==> config.mk <==
export PLATFORM = sky130hd
export DESIGN_NAME = nvsram_host
export DESIGN_NICKNAME = d
export VERILOG_FILES = /design/src/hdl/nvsram_host_pkg.sv /design/src/hdl/us_timer.sv /design/src/hdl/nvsram_host.sv
export SDC_FILE = /design/constraint.sdc
export NUM_CORES = 1
export LEC_CHECK = 0
export ABC_AREA = 1
export BUFFER_PORTS_ARGS = -buffer_cell sky130_fd_sc_hd__buf_2
export CORE_ASPECT_RATIO = 0.6
export CORE_UTILIZATION = 51
export DETAILED_ROUTE_END_ITERATION = 6
export MAX_ROUTING_LAYER = met4
export PLACE_DENSITY = 0.76
export SYNTH_ARGS = -nofsm -noshare
export SYNTH_HDL_FRONTEND = slang
export SYNTH_SLANG_ARGS = --single-unit
==> constraint.sdc <==
create_clock -name mclk -period 1.45 [get_ports mclk]
set_input_delay 0.2175 -clock mclk [delete_from_list [all_inputs] [get_ports mclk]]
set_output_delay 0.2175 -clock mclk [all_outputs]
set_load 0.005 [all_outputs]
==> src/hdl/nvsram_host_pkg.sv <==
// Constants, encodings and carrier types for the host-side controller
// of a byte-wide nonvolatile SRAM.
// Assumes a single 40 MHz clock; access time is turned into cycles here, long waits stay in us.
package nvsram_host_pkg;

   // Clock rate and derived microsecond divider
   localparam int MCLK_KHZ = 40000;
   localparam int CYC_PER_US = MCLK_KHZ / 1000;

   // Widths of the memory pins
   localparam int ADDR_W = 13;
   localparam int DATA_W = 8;

   // Chip-enable low time per access: slowest grade, rounded up to cycles
   localparam int ACCESS_NS = 45;
   localparam int STROBE_CYC = (ACCESS_NS * MCLK_KHZ + 999999) / 1000000;
   localparam logic [1:0] STROBE_LAST = 2'(STROBE_CYC - 1);

   // Durations in microseconds as given for the device
   localparam int NV_SAVE_DURATION_US = 10000;
   localparam int POWERUP_RELOAD_DURATION_US = 550;
   localparam int RECALL_DURATION_US = 20;
   localparam int PENDING_ACCESS_GRACE_US = 1;
   localparam int TMR_W = 16;
   localparam logic [TMR_W-1:0] RECALL_US = TMR_W'(RECALL_DURATION_US);

   // Six-step address sequence; only the last address differs
   localparam logic [ADDR_W-1:0] SEQ_A0 = 13'h0000;
   localparam logic [ADDR_W-1:0] SEQ_A1 = 13'h1555;
   localparam logic [ADDR_W-1:0] SEQ_A2 = 13'h0AAA;
   localparam logic [ADDR_W-1:0] SEQ_A3 = 13'h1FFF;
   localparam logic [ADDR_W-1:0] SEQ_A4 = 13'h10F0;
   localparam logic [ADDR_W-1:0] SEQ_STORE = 13'h0F0F;
   localparam logic [ADDR_W-1:0] SEQ_RECALL = 13'h0F0E;
   localparam logic [2:0] SEQ_LAST = 3'h5;

   // Values after reset
   localparam logic [7:0] RDATA_RST = 8'h00;

   // Host command codes
   typedef enum logic [1:0] {
      OP_READ = 2'h0,
      OP_WRITE = 2'h1,
      OP_STORE = 2'h2,
      OP_RECALL = 2'h3
   } op_t;

   // Controller states, Gray coded along the access path
   typedef enum logic [2:0] {
      ST_IDLE = 3'h0,
      ST_SETUP = 3'h1,
      ST_STROBE = 3'h3,
      ST_RECOVER = 3'h2,
      ST_NVWAIT = 3'h6,
      ST_PWR_OFF = 3'h7,
      ST_PWR_UP = 3'h5
   } state_t;

   // Memory strobes and address as driven to the device
   typedef struct packed {
      logic ce_n;
      logic we_n;
      logic oe_n;
      logic [ADDR_W-1:0] addr_bus;
   } pin_t;

   // One request from the user side
   typedef struct packed {
      op_t op;
      logic [ADDR_W-1:0] addr;
      logic [DATA_W-1:0] wdata;
   } req_t;

   localparam pin_t PIN_IDLE = '{ce_n: 1'b1, we_n: 1'b1, oe_n: 1'b1, addr_bus: 13'h0000};

endpackage

==> src/hdl/us_timer.sv <==
// Microsecond-based down counter used for the long waits of the controller.
// Assumes one clock; start restarts the divider so the first tick is a full us.
`timescale 1ns/1ps

module us_timer #(
   parameter int CYC_PER_US = nvsram_host_pkg::CYC_PER_US,
   parameter int TMR_W = nvsram_host_pkg::TMR_W
) (
   // Clock and reset
   input wire logic mclk,
   input wire logic rstn,
   // Control
   input wire logic start,
   input wire logic [TMR_W-1:0] load_us,
   // Status
   output logic done,
   output logic running
);

   typedef struct packed {
      logic [7:0] div;
      logic [TMR_W-1:0] cnt;
      logic run;
      logic done;
   } tmr_st_t;

   localparam logic [7:0] DIV_LAST = 8'(CYC_PER_US - 1);

   tmr_st_t q, d;

   // A load of zero still waits one whole microsecond
   always_comb begin
      d = q;
      d.done = 1'b0;
      if (start) begin
         d.div = 8'h00;
         d.cnt = load_us;
         d.run = 1'b1;
      end else if (q.run) begin
         if (q.div == DIV_LAST) begin
            d.div = 8'h00;
            if (q.cnt <= TMR_W'(1)) begin
               d.cnt = '0;
               d.run = 1'b0;
               d.done = 1'b1;
            end else begin
               d.cnt = q.cnt - TMR_W'(1);
            end
         end else begin
            d.div = q.div + 8'h01;
         end
      end
   end

   // State register
   always_ff @(posedge mclk or negedge rstn) begin
      if (!rstn) begin
         q <= '0;
      end else begin
         q <= d;
      end
   end

   assign done = q.done;
   assign running = q.run;

endmodule

==> src/hdl/nvsram_host.sv <==
// Host-side controller that drives a byte-wide nonvolatile SRAM over its
// asynchronous pins: plain reads and writes, six-read store and recall
// sequences, and the waits around power loss and power-up reload.
// Assumes device inputs are synchronous to mclk and power_good is a clean level.
`timescale 1ns/1ps

// Functional notes
// Six reads start store or recall
// Sequence addresses issued strictly in order
// Write enable high through all six
// Sixth read leaves data bus undriven
// Wait 550 us reload after power
// Access in progress finishes before store
// Write enable low before chip enable
// Address changes only with chip enable high
// Intervening access aborts the sequence
// Device busy for whole store duration
// Power-down store only if written since
// Recall overwrites SRAM, keeps nonvolatile copy
// Busy interval counted by microsecond timer
// Three-bit step index tracks the sequence
module nvsram_host #(
   parameter int NV_SAVE_US = nvsram_host_pkg::NV_SAVE_DURATION_US,
   parameter int RELOAD_US = nvsram_host_pkg::POWERUP_RELOAD_DURATION_US
) (
   // Clock and reset
   input wire logic mclk,
   input wire logic rstn,
   // Supply sense: high while supply is above the trigger level
   input wire logic power_good,
   // User request port
   input wire logic req_valid,
   input wire nvsram_host_pkg::req_t req,
   output logic req_ready,
   // User answer port
   output logic rsp_valid,
   output logic [nvsram_host_pkg::DATA_W-1:0] rsp_rdata,
   output logic busy,
   output logic nv_dirty,
   // Memory pins
   output nvsram_host_pkg::pin_t pin,
   output logic [nvsram_host_pkg::DATA_W-1:0] data_bus_o,
   output logic data_bus_oe_n,
   input wire logic [nvsram_host_pkg::DATA_W-1:0] data_bus_i
);

   typedef struct packed {
      nvsram_host_pkg::state_t st;
      nvsram_host_pkg::pin_t pin;
      logic [nvsram_host_pkg::DATA_W-1:0] dout;
      logic dout_oe_n;
      logic [1:0] strb;
      logic [2:0] step;
      logic seq;
      logic recall;
      nvsram_host_pkg::op_t op;
      logic ready;
      logic rsp_v;
      logic [nvsram_host_pkg::DATA_W-1:0] rdata;
      logic busy;
      logic dirty;
      logic tmr_go;
      logic [nvsram_host_pkg::TMR_W-1:0] tmr_us;
   } host_st_t;

   localparam logic [nvsram_host_pkg::TMR_W-1:0] SAVE_LOAD = nvsram_host_pkg::TMR_W'(NV_SAVE_US);
   localparam logic [nvsram_host_pkg::TMR_W-1:0] RELOAD_LOAD = nvsram_host_pkg::TMR_W'(RELOAD_US);

   host_st_t q, d;
   logic tmr_done;

   // Address of a sequence step; the sixth picks store or recall
   function automatic logic [nvsram_host_pkg::ADDR_W-1:0] seq_addr(input logic [2:0] step,
                                                                   input logic recall);
      logic [nvsram_host_pkg::ADDR_W-1:0] a;
      a = nvsram_host_pkg::SEQ_A0;
      case (step)
         3'h1: a = nvsram_host_pkg::SEQ_A1;
         3'h2: a = nvsram_host_pkg::SEQ_A2;
         3'h3: a = nvsram_host_pkg::SEQ_A3;
         3'h4: a = nvsram_host_pkg::SEQ_A4;
         3'h5: a = recall ? nvsram_host_pkg::SEQ_RECALL : nvsram_host_pkg::SEQ_STORE;
         default: a = nvsram_host_pkg::SEQ_A0;
      endcase
      return a;
   endfunction

   // Long waits run on a microsecond tick rather than a wide cycle counter
   us_timer #(
      .CYC_PER_US(nvsram_host_pkg::CYC_PER_US),
      .TMR_W(nvsram_host_pkg::TMR_W)
   ) u_timer (
      .mclk(mclk),
      .rstn(rstn),
      .start(q.tmr_go),
      .load_us(q.tmr_us),
      .done(tmr_done),
      .running()
   );

   // Next-state logic for the whole controller
   always_comb begin
      d = q;
      d.rsp_v = 1'b0;
      d.tmr_go = 1'b0;
      case (q.st)
         // Supply low: all strobes parked high, any sequence is lost
         nvsram_host_pkg::ST_PWR_OFF: begin
            d.pin = nvsram_host_pkg::PIN_IDLE;
            d.dout_oe_n = 1'b1;
            d.seq = 1'b0;
            if (power_good) begin
               d.tmr_go = 1'b1;
               d.tmr_us = RELOAD_LOAD;
               d.st = nvsram_host_pkg::ST_PWR_UP;
            end
         end
         // Device reloads its array; no access until the reload time ends
         nvsram_host_pkg::ST_PWR_UP: begin
            if (!power_good) begin
               d.st = nvsram_host_pkg::ST_PWR_OFF;
            end else if (tmr_done && !q.tmr_go) begin // Stale done of a cut wait is ignored
               d.st = nvsram_host_pkg::ST_IDLE;
               d.dirty = 1'b0;
            end
         end
         nvsram_host_pkg::ST_IDLE: begin
            d.pin.we_n = 1'b1;
            d.pin.oe_n = 1'b1;
            d.dout_oe_n = 1'b1;
            if (!power_good) begin
               d.st = nvsram_host_pkg::ST_PWR_OFF;
            end else if (q.seq) begin
               // Next step follows at once, nothing else can slip in
               d.pin.addr_bus = seq_addr(q.step, q.recall);
               d.st = nvsram_host_pkg::ST_SETUP;
            end else if (req_valid && q.ready) begin
               d.op = req.op;
               d.st = nvsram_host_pkg::ST_SETUP;
               if (req.op == nvsram_host_pkg::OP_STORE || req.op == nvsram_host_pkg::OP_RECALL) begin
                  d.seq = 1'b1;
                  d.step = 3'h0;
                  d.recall = (req.op == nvsram_host_pkg::OP_RECALL);
                  d.pin.addr_bus = seq_addr(3'h0, req.op == nvsram_host_pkg::OP_RECALL);
               end else begin
                  d.pin.addr_bus = req.addr;
                  if (req.op == nvsram_host_pkg::OP_WRITE) begin
                     d.pin.we_n = 1'b0;
                     d.dout = req.wdata;
                     d.dout_oe_n = 1'b0;
                  end
               end
            end
         end
         // Chip enable falls with address and write enable already settled
         nvsram_host_pkg::ST_SETUP: begin
            d.pin.ce_n = 1'b0;
            d.strb = nvsram_host_pkg::STROBE_LAST;
            // Output enable stays high in the sequence: no fight on the last read
            d.pin.oe_n = !(q.op == nvsram_host_pkg::OP_READ && !q.seq);
            d.st = nvsram_host_pkg::ST_STROBE;
         end
         nvsram_host_pkg::ST_STROBE: begin
            if (q.strb == 2'h0) begin
               d.pin.ce_n = 1'b1;
               d.pin.oe_n = 1'b1;
               d.st = nvsram_host_pkg::ST_RECOVER;
               if (!q.seq) begin
                  d.rsp_v = 1'b1;
                  if (q.op == nvsram_host_pkg::OP_READ) begin
                     d.rdata = data_bus_i;
                  end else begin
                     d.dirty = 1'b1;
                  end
               end
            end else begin
               d.strb = q.strb - 2'h1;
            end
         end
         // Chip enable high again; write enable and data let go safely
         nvsram_host_pkg::ST_RECOVER: begin
            d.pin.we_n = 1'b1;
            d.dout_oe_n = 1'b1;
            d.st = nvsram_host_pkg::ST_IDLE;
            if (q.seq) begin
               if (q.step == nvsram_host_pkg::SEQ_LAST) begin
                  d.seq = 1'b0;
                  d.tmr_go = 1'b1;
                  d.tmr_us = q.recall ? nvsram_host_pkg::RECALL_US : SAVE_LOAD;
                  d.st = nvsram_host_pkg::ST_NVWAIT;
               end else begin
                  d.step = q.step + 3'h1;
               end
            end
         end
         // Device ignores its pins; hold everything idle until it is done
         nvsram_host_pkg::ST_NVWAIT: begin
            if (!power_good) begin
               d.st = nvsram_host_pkg::ST_PWR_OFF;
            end else if (tmr_done && !q.tmr_go) begin
               d.st = nvsram_host_pkg::ST_IDLE;
               d.dirty = 1'b0;
               d.rsp_v = 1'b1;
            end
         end
         default: begin
            d.st = nvsram_host_pkg::ST_PWR_OFF;
         end
      endcase
      // Strobes are a few cycles, well inside the grace time on power loss
      d.ready = (d.st == nvsram_host_pkg::ST_IDLE) && !d.seq && power_good;
      d.busy = d.seq || (d.st == nvsram_host_pkg::ST_NVWAIT) ||
               (d.st == nvsram_host_pkg::ST_PWR_OFF) || (d.st == nvsram_host_pkg::ST_PWR_UP);
   end

   // State register; reset assumes the device may still be reloading
   always_ff @(posedge mclk or negedge rstn) begin
      if (!rstn) begin
         q <= '{st: nvsram_host_pkg::ST_PWR_OFF, pin: nvsram_host_pkg::PIN_IDLE,
                dout: 8'h00, dout_oe_n: 1'b1, strb: 2'h0, step: 3'h0, seq: 1'b0,
                recall: 1'b0, op: nvsram_host_pkg::OP_READ, ready: 1'b0, rsp_v: 1'b0,
                rdata: nvsram_host_pkg::RDATA_RST, busy: 1'b1, dirty: 1'b0,
                tmr_go: 1'b0, tmr_us: 16'h0000};
      end else begin
         q <= d;
      end
   end

   // Outputs straight from the state register
   assign req_ready = q.ready;
   assign rsp_valid = q.rsp_v;
   assign rsp_rdata = q.rdata;
   assign busy = q.busy;
   assign nv_dirty = q.dirty;
   assign pin = q.pin;
   assign data_bus_o = q.dout;
   assign data_bus_oe_n = q.dout_oe_n;

endmodule

== After elaboration in Yosys (flattened, before gate mapping) ==
Cells that the tools add are included.
W data, S select, Z words.

* Register bits: 92
* Input bits: 35
* Output and inout bits: 37
* Word-level logic and storage cells: 170

* Add/subtract/negate cells: 4
* Magnitude comparators: 1
* Equality and inequality tests: 33
* Muxes and demuxes: 65
* Bitwise logic cells: 2
* Reductions and logical operators: 42

{| class="wikitable"
|+ Operator list
! cell !! number
|-
| $pmux W13 S5 || 1
|-
| $mux W17 || 3
|-
| $mux W9 || 5
|-
| $mux W22 || 2
|-
| $pmux W17 S2 || 1
|-
| $mux W3 || 9
|-
| $mux W13 || 2
|-
| $mux W26 || 1
|-
| $pmux W13 S2 || 1
|-
| $mux W25 || 1
|-
| $eq A3 B3 Y1 const B || 8
|-
| $ne A2 B2 Y1 const B || 12
|-
| $mux W7 || 3
|-
| $mux W18 || 1
|-
| $pmux W3 S6 || 1
|-
| $le A16 B1 Y1 const B || 1
|-
| $mux W1 || 16
|-
| $mux W16 || 1
|-
| $mux W8 || 2
|-
| $reduce_bool A2 Y1 || 8
|-
| $sub A16 B1 Y16 const B || 1
|-
| $mux W14 || 1
|-
| $eq A3 B2 Y1 const B || 4
|-
| $reduce_and A4 Y1 || 3
|-
| 29 further kinds || 59
|}

== Longest topological paths before layout ==
Gate-level depths: netlist (run 1).

* Depth after elaboration: 10
* Mapped depth: 11
* Gate-level depth less buffers: 11

== Cells and area by module ==
From an unflattened synthesis (run 1), not the netlist that was laid out.

* Cells, all modules: 590
* Area total of the unflattened synthesis: 4610.7 um^2

{| class="wikitable"
|+ Modules (own cells, without submodules)
! module !! times used !! cells an instance !! area each (um^2)
|-
| nvsram_host || 1 || 353 || 2907.8
|-
| us_timer || 1 || 237 || 1702.9
|}

== Worst setup path before layout (run 1) ==
No wires, ideal clock.

* Kind: reg2reg
* Start point: register q[65] (netlist name)
* End point: register q, in the netlist pin[10]
* Data arrival time: 1.375 ns
* Data required time: 1.324 ns
* Path slack: -0.051 ns
* Stages on the path, launching flop included: 8
* Buffers on the path: 2
* Clock period less this slack: 1.501 ns
* Path through: dfstp_2 -> buf_6 -> clkinv_1 -> nor2_4 -> inv_1 -> a21oi_2 -> buf_6 -> o22ai_1

* Word-level cells in the longest chain between the ends: 3
* Elaborated cells between the ends (all ways): 7
* Classes of those cells: eq/ne: 3; mux: 1; reduce/logical: 3

{| class="wikitable"
|+ RTL lines
! element !! line !! text
|-
| start, declared || nvsram_host.sv:69 || <nowiki>host_st_t q, d;</nowiki>
|-
| start signal, assigned || nvsram_host.sv:219 || <nowiki>q <= '{st: nvsram_host_pkg::ST_PWR_OFF, pin: nvsram_host_pkg::PIN_IDLE,</nowiki>
|-
| $logic_not A3 Y1 or $eq A3 B3 Y1 (tied branches) || nvsram_host.sv:106 || <nowiki>case (q.st)</nowiki>
|-
| $ne A3 B3 Y1 (no line) (tied with other cells) || -- ||
|-
| $reduce_and A3 Y1 (no line) || -- ||
|}

Parallel ways exist; a longest one is shown, timed or not.
A chain may end at the register's enable or synchronous reset.

==> results_dict.tcl, run 1 <==
set metrics [dict create \
    synth_top_area_share_pct 40.9 \
    min_period_ns 1.67 \
    nets 718 \
    netlist_area_sq_um 4470 \
    yosysTopAreaCell "dfrtp_1" \
    cap_violations 0 \
    tightest_slew_ns 0.314 \
    irDropWorstVdd_mv 0.895 \
    synth_top_cells_by_area "dfrtp_1 (41%), nand2_1 (11%), nand3_1 (6.3%), buf_4 (5.4%), inv_1 (5.4%)" \
    cts.path.max_buffers 2 \
    vias 4302 \
    regArea_sq_um 2010 \
    fin_crit_sh_pct 115 \
    endpoint "req_ready$_DFF_PN0_" \
    crit_fanout 5 \
    cpMostUsedCell "nor2_1" \
    synth_cells 547 \
    rr_startpoint "q[64]$_DFF_PN1_" \
    dr.pass1.iters 7 \
    cp.depth 9 \
    grtUsageTotal_pct 27.4 \
    async_flop_share_pct 100 \
    failed_checks "setup timing" \
    seq_area_frac_synth_pct 45.0 \
    outcome "complete, but fails checks" \
    drc 0 \
    start_util_pct 52.6 \
    grt_pass1_vias 3763 \
    arrival_ns 1.95 \
    synth_ff_type "dfrtp_1" \
    grt_start_max_net_pins 35 \
    synth-edff-count 0 \
    rr_worst_depth 9 \
    die_w_um 123 \
    multi_input_area_sq_um 2430 \
    cp_data_required_time_ns 1.74 \
    r2r_setup_slack_ns -0.22 \
    ys_types 41 \
    cts-buffers-inserted 9 \
    rsz0062_at_grt "true" \
    pre_cts_slack_ns -0.130 \
    syn_nets 591 \
    whs_ns 0.0919 \
    synth_common_cells "nand2_1 (126), dfrtp_1 (73), inv_1 (64)" \
    setup_viol 53 \
    ys_ff_latch 80 \
    antenna_found_initial 0 \
    reg2reg_to "req_ready$_DFF_PN0_" \
    slew_violations 0 \
    finClkSkew_ns 0.0101 \
    clk_pin_slew_ns 0.07 \
    syn_avg_cell_area_sq_um 8.16 \
    dieArea_sq_um 9150 \
    powerDensity_nw_per_um2 1760 \
    routed_wl_mm 13.1 \
    grt_first_pass_wirelength_mm 18.1 \
    finalWorstSetupSlack_ns -0.215 \
    cts.sinks 80 \
    crit_type "reg -> reg" \
    cts_tree "built" \
    routedWlPerCell_um 16.6 \
    place_congestion 0.908 \
    cp_top_family "flip-flops" \
    grt-ovfl-total 0 \
    h-tree-depth 3 \
    coreArea_sq_um 8490 \
    nFillCells 573 \
    ios 72 \
    p_leak_uw 0.00312 \
    slowest_stage "dfstp_2" \
    vias_per_cell 5.44 \
    io_buffers 71 \
    startpoint_type "flop" \
    critPathBufInv 1 \
    clock.fmax_mhz 601 \
    hold_viol_final 0 \
    row_count 26 \
    critPathLaunch "q[64]$_DFF_PN1_" \
    diodes 0 \
    max_stage_delay_ns 0.65 \
    final_layout_size_suffix_gt1_share_pct 46.5 \
    root_buffer "clkbuf_16" \
    hpwlAfterDp_mm 8.28 \
    worst_skew_pair.late_latency_ns 0.35 \
    synth.most_common_cell "nand2_1" \
    hold_class "in -> reg" \
    chipHeight_um 74.5 \
    endpoint_kind "flop" \
    yosys_warnings 0 \
    syn2layout_area_growth_pct 40.3 \
    drtIter0Drc 243 \
    crit_chain "buf_6, nor2_2, o21ai_1, o21ai_1, nor2_1, nand2_1, nor2_1, nand2_1, nor2_1" \
    ant_nets 0 \
    max_slew_margin_pct 78.5 \
]
[report_power, final]
part	total [uW]	internal (uW)	switching, uW
logic	5250	2360	2890
registers	3410	2890	518
clock network	2390	1370	1020
total	11000	6620	4420
[per-stage QoR]
step           std cells  TNS (ns)  total power (uW)  instance area [sq um]  util (%)
6_report             791     -3.62             11000                   6270      73.8
2_1_floorplan        547         0              5760                   4470         -
3_5_place_dp         759     -2.05              7150                   5240      61.7
3_3_place_gp         759    -0.282              7000                   5240      61.7
5_1_grt              791     -8.24             11700                   6270      73.8
4_1_cts              779    -0.162              9910                   5760      67.8
[sequential cells by signal, indices dropped and copies added (netlist names), 8 cells and up]
name and count:
rsp_rdata 8, u_timer.q 24, data_bus_o 8, pin 16, q 18
[layout by cell type, fill, tap and decap left out, types with 4 or more instances in the layout]
cell type | synthesis | final
a21oi_1 | 9 | 7
a31oi_1 | 10 | 10
buf_12 | 0 | 4
buf_2 | 4 | 70
buf_4 | 32 | 74
buf_6 | 2 | 8
clkbuf_16 | 0 | 10
dfrtp_1 | 73 | 71
dfstp_2 | 7 | 7
ha_4 | 0 | 7
inv_1 | 64 | 50
inv_2 | 4 | 16
inv_6 | 0 | 5
mux2_2 | 8 | 8
nand2_1 | 126 | 106
nand2_2 | 4 | 18
nand2_4 | 1 | 7
nand3_1 | 56 | 42
nand3_2 | 2 | 12
nand3_4 | 1 | 5
nand4_1 | 8 | 8
nor2_1 | 51 | 29
nor2_2 | 3 | 19
nor2_4 | 3 | 9
o21ai_0 | 20 | 10
o21ai_1 | 1 | 6
o21ai_2 | 1 | 6
o22ai_1 | 16 | 4
o22ai_2 | 0 | 9
xor2_1 | 10 | 9
[layer usage]
layer / part of all wire [%] / vias to the layer above / track usage (%)
met5: 0 / - / -
met4: 2.6 / 0 / 9.35
met3: 6.5 / 42 / 6.83
met2: 47 / 183 / 40.4
met1: 44 / 2069 / 36.7
li1: - / 2008 / -
[layout make-up]
type	count	area share [%]
flip-flops and latches	80	32.1
clock inverters	7	1.34
multi-input cells	356	38.7
repair buffers	158	17.7
clock buffers	9	3.59
well taps	112	2.24
inverters	69	4.27
[how the worst min path moves through the flow]
stage,startpoint,endpoint,cells past startpoint
floorplan,rstn,data_bus_o[0]$_DFFE_PN0P_,0
global placement,rstn,data_bus_o[4]$_DFFE_PN0P_,1
detailed placement,rstn,data_bus_o[0]$_DFFE_PN0P_,1
CTS,data_bus_i[7],rsp_rdata[7]$_DFFE_PN0P_,2
global route,data_bus_i[7],rsp_rdata[7]$_DFFE_PN0P_,2
finish,data_bus_i[7],rsp_rdata[7]$_DFFE_PN0P_,2
[repair_timing]
item / CTS / global route
pin swaps: 12 / 29
gates resized for setup: 49 / 104
hold buffers: 1 / 0
gates cloned: 0 / 1
setup endpoints to repair: 49 / 63
setup buffers: 3 / 13
hold endpoints to repair: 16 / 0
[cell families (layout without fill, tap and decap cells)]
logic type	Yosys count	in the layout	share of synthesized area, %
xor gates and xnor gates	11	11	2.16
adders and majority gates	9	9	2.52
buffers and inverters	111	243	12.5
and+or+nand+nor	265	265	27.5
DFF	80	80	45.0
muxes	9	9	2.24
AOI/OAI and AO/OA	62	62	8.10
Power figures use the tool's default switching activity.
==> inputs of run 2 (changes only) <==
--- a/config.mk
+++ b/config.mk
@@ -12,6 +12,7 @@
 export DETAILED_ROUTE_END_ITERATION = 6
 export MAX_ROUTING_LAYER = met4
 export PLACE_DENSITY = 0.76
+export REMOVE_ABC_BUFFERS = 1
 export SYNTH_ARGS = -nofsm -noshare
 export SYNTH_HDL_FRONTEND = slang
 export SYNTH_SLANG_ARGS = --single-unit
==> run 2 against run 1 <==
Effect of this change: the run still ends with setup timing left; setup slack improved by 0.13 ns; worst hold slack gained 0.0020 ns; sequential share of layout area is 0.86 points higher; sequential power shrank 1%; final area fell by 2.7%; global-route usage is 1.3 points lower; register-to-register slack improved by 0.13 ns; combinational power decreased by 8.6%; routed wire length decreased by 7.9%; clock skew down 0.0026 ns; count of clock-buffer cells in the layout up 2; largest power group unchanged; highest routed layer unchanged.
==> results_dict.tcl, run 2 (synthesized netlist as in run 1, its figures left out) <==
set metrics [dict create \
    outcome "complete, but fails checks" \
    failed_checks "setup timing" \
    grtUsageTotal_pct 26.1 \
    io_buffers 71 \
    pre_cts_slack_ns -0.0875 \
    comb_power_share_pct 45.1 \
    power_frac_clock_pct 23.3 \
    clk_pin_slew_ns 0.06 \
    final_common_cell "nand2_1" \
    slew_violations 0 \
    diodes 0 \
    p_switching_uw 4090 \
    grt_start_max_net_pins 81 \
    p_leak_uw 0.00307 \
    startpoint_type "flop" \
    utilization_pct 71.8 \
    crit_type "reg -> reg" \
    pwr-share-seq_pct 31.6 \
    nFillCells 587 \
    hold_class "in -> reg" \
    vias_per_cell 5.28 \
    r2r_setup_slack_ns -0.08 \
    final_area_sq_um 6100 \
    switching_share_pct 38.4 \
    ios 72 \
    finalWorstSetupSlack_ns -0.0813 \
    arrival_ns 1.76 \
    crit_fanout 13 \
    critPathLaunch "u_timer.q[19]$_DFFE_PN0P_" \
    drc 0 \
    routed_wl_mm 12.1 \
    nets 711 \
    final_layout_size_suffix_gt1_share_pct 42.3 \
    cap_violations 0 \
    root_buffer "clkbuf_16" \
    endpoint_kind "flop" \
    clock.fmax_mhz 653 \
    cts-buffers-inserted 9 \
    ant_nets 0 \
    largest-register "u_timer.q" \
    rr_startpoint "u_timer.q[19]$_DFFE_PN0P_" \
    vias 4136 \
    worst_skew_pair.late_latency_ns 0.35 \
    cts.sinks 80 \
    max_slew_margin_pct 69.9 \
    chipHeight_um 74.5 \
    coreArea_sq_um 8490 \
    fin_crit_sh_pct 106 \
    power.internal_uw 6560 \
    wl_met3_um 744 \
    cts.path.max_buffers 2 \
    met1_length_mm 5.50 \
    dieArea_sq_um 9150 \
    routedWlPerCell_um 15.4 \
    grt_first_pass_wirelength_mm 17.4 \
    finClkSkew_ns 0.00746 \
    start_util_pct 52.6 \
    dr.pass1.iters 5 \
    grt_pass1_vias 3653 \
    min_period_ns 1.53 \
    rsz0062_at_grt "true" \
    die_w_um 123 \
    dr_wl_met2_mm 5.69 \
    hpwlAfterDp_mm 7.72 \
    placed_area_sq_um 5190 \
    place_congestion 0.922 \
    most-common-layout-cells "nand2_1 (109), dfrtp_1 (72), buf_2 (70), buf_4 (70), inv_1 (57)" \
    hold_viol_final 0 \
    antenna_found_initial 0 \
    power_uw 10700 \
    highest_layer "met4" \
    cp_data_required_time_ns 1.68 \
    tightest_slew_ns 0.452 \
    drtIter0Drc 324 \
    min_from "req[0]" \
    grt-ovfl-total 0 \
    powerDensity_nw_per_um2 1750 \
    h-tree-depth 3 \
    largest_reg_flops 24 \
    row_count 26 \
    syn2layout_area_growth_pct 36.6 \
    setup_viol 40 \
    cts_tree "built" \
    irDropWorstVdd_mv 0.787 \
]
==> run 2: changes by cell type in the layout (fill, tap and decap cells not counted), moves of 3 or more <==
| cell | previous run | this run |
|---|---|---|
| buf_4 | 74 | 70 |
| ha_4 | 7 | 3 |
| inv_1 | 50 | 57 |
| inv_2 | 16 | 10 |
| inv_6 | 5 | 0 |
| nand2_1 | 106 | 109 |
| nand2_2 | 18 | 13 |
| nor2_1 | 29 | 32 |
| nor2_2 | 19 | 15 |
| o22ai_1 | 4 | 13 |
| o22ai_2 | 9 | 2 |
==> run 2: worst max-delay path, cell delays in order, from the launching register on <==
cell      delay [ns]
dfrtp_1         0.36
ha_2            0.20
nand2_2         0.07
nor2_4          0.15
nand3_4         0.10
buf_4           0.21
a21boi_0        0.22
a21oi_1         0.10
==> run 2: final timing paths <==
path,endpoint,cells after the start
hold / removal,data_bus_o[0]$_DFFE_PN0P_,3
min in group asynchronous,rsp_rdata[2]$_DFFE_PN0P_,3
max in group asynchronous,q[33]$_DFFE_PN0P_,3
hold reg to reg,q[13]$_DFFE_PN0P_,2
setup reg to reg,u_timer.q[3]$_DFFE_PN0P_,7
setup / recovery,u_timer.q[3]$_DFFE_PN0P_,7
==> run 2: metrics by stage <==
step | instances | hold slack [ns] | TNS, ns
after floorplan | 505 | -0.0781 | -2.75
after detailed placement | 753 | 0.278 | -2.63
after global routing | 784 | 0.0972 | -5.75
after global placement | 753 | 0.275 | -1.05
final | 784 | 0.0939 | -1.62
after CTS | 777 | 0.0864 | -1.07
==> run 2: what timing repair did <==
action                                  in CTS  in global routing
buffers inserted                             6                  7
endpoints found under the setup margin      58                 69
endpoints found under the hold margin       73                  0
pin swaps                                   21                 24
hold buffers                                 1                  0
gates cloned                                 1                  0
gates resized for setup                     44                 82
==> run 2: final cells by class <==
| class | count | area, sq um | share of cell area [%] |
|---|---|---|---|
| clock buffers | 11 | 243 | 3.98 |
| clock inverters | 5 | 81.3 | 1.33 |
| inverters | 69 | 268 | 4.39 |
| multi-input cells | 357 | 2340 | 38.4 |
| flip-flops and latches | 80 | 2010 | 33.0 |
| well taps | 112 | 140 | 2.30 |
| repair buffers | 150 | 1010 | 16.6 |
==> run 2: per-layer routing <==
metal / track usage [%] / up-vias
li1: - / 1990
met1: 36.1 / 1990
met2: 37.5 / 144
met3: 6.52 / 12
met4: 7.72 / 0
met5: - / -
==> run 2: power by group through the flow <==
| stage | logic, uW | clock network [uW] | registers (uW) |
|---|---|---|---|
| final | 4800 | 2480 | 3370 |
| after detailed placement | 3800 | 0 | 3300 |
| after global placement | 3670 | 0 | 3270 |
| after floorplan | 2070 | 0 | 3350 |
| after CTS | 4120 | 2510 | 3290 |
| after global routing | 5260 | 2620 | 3430 |
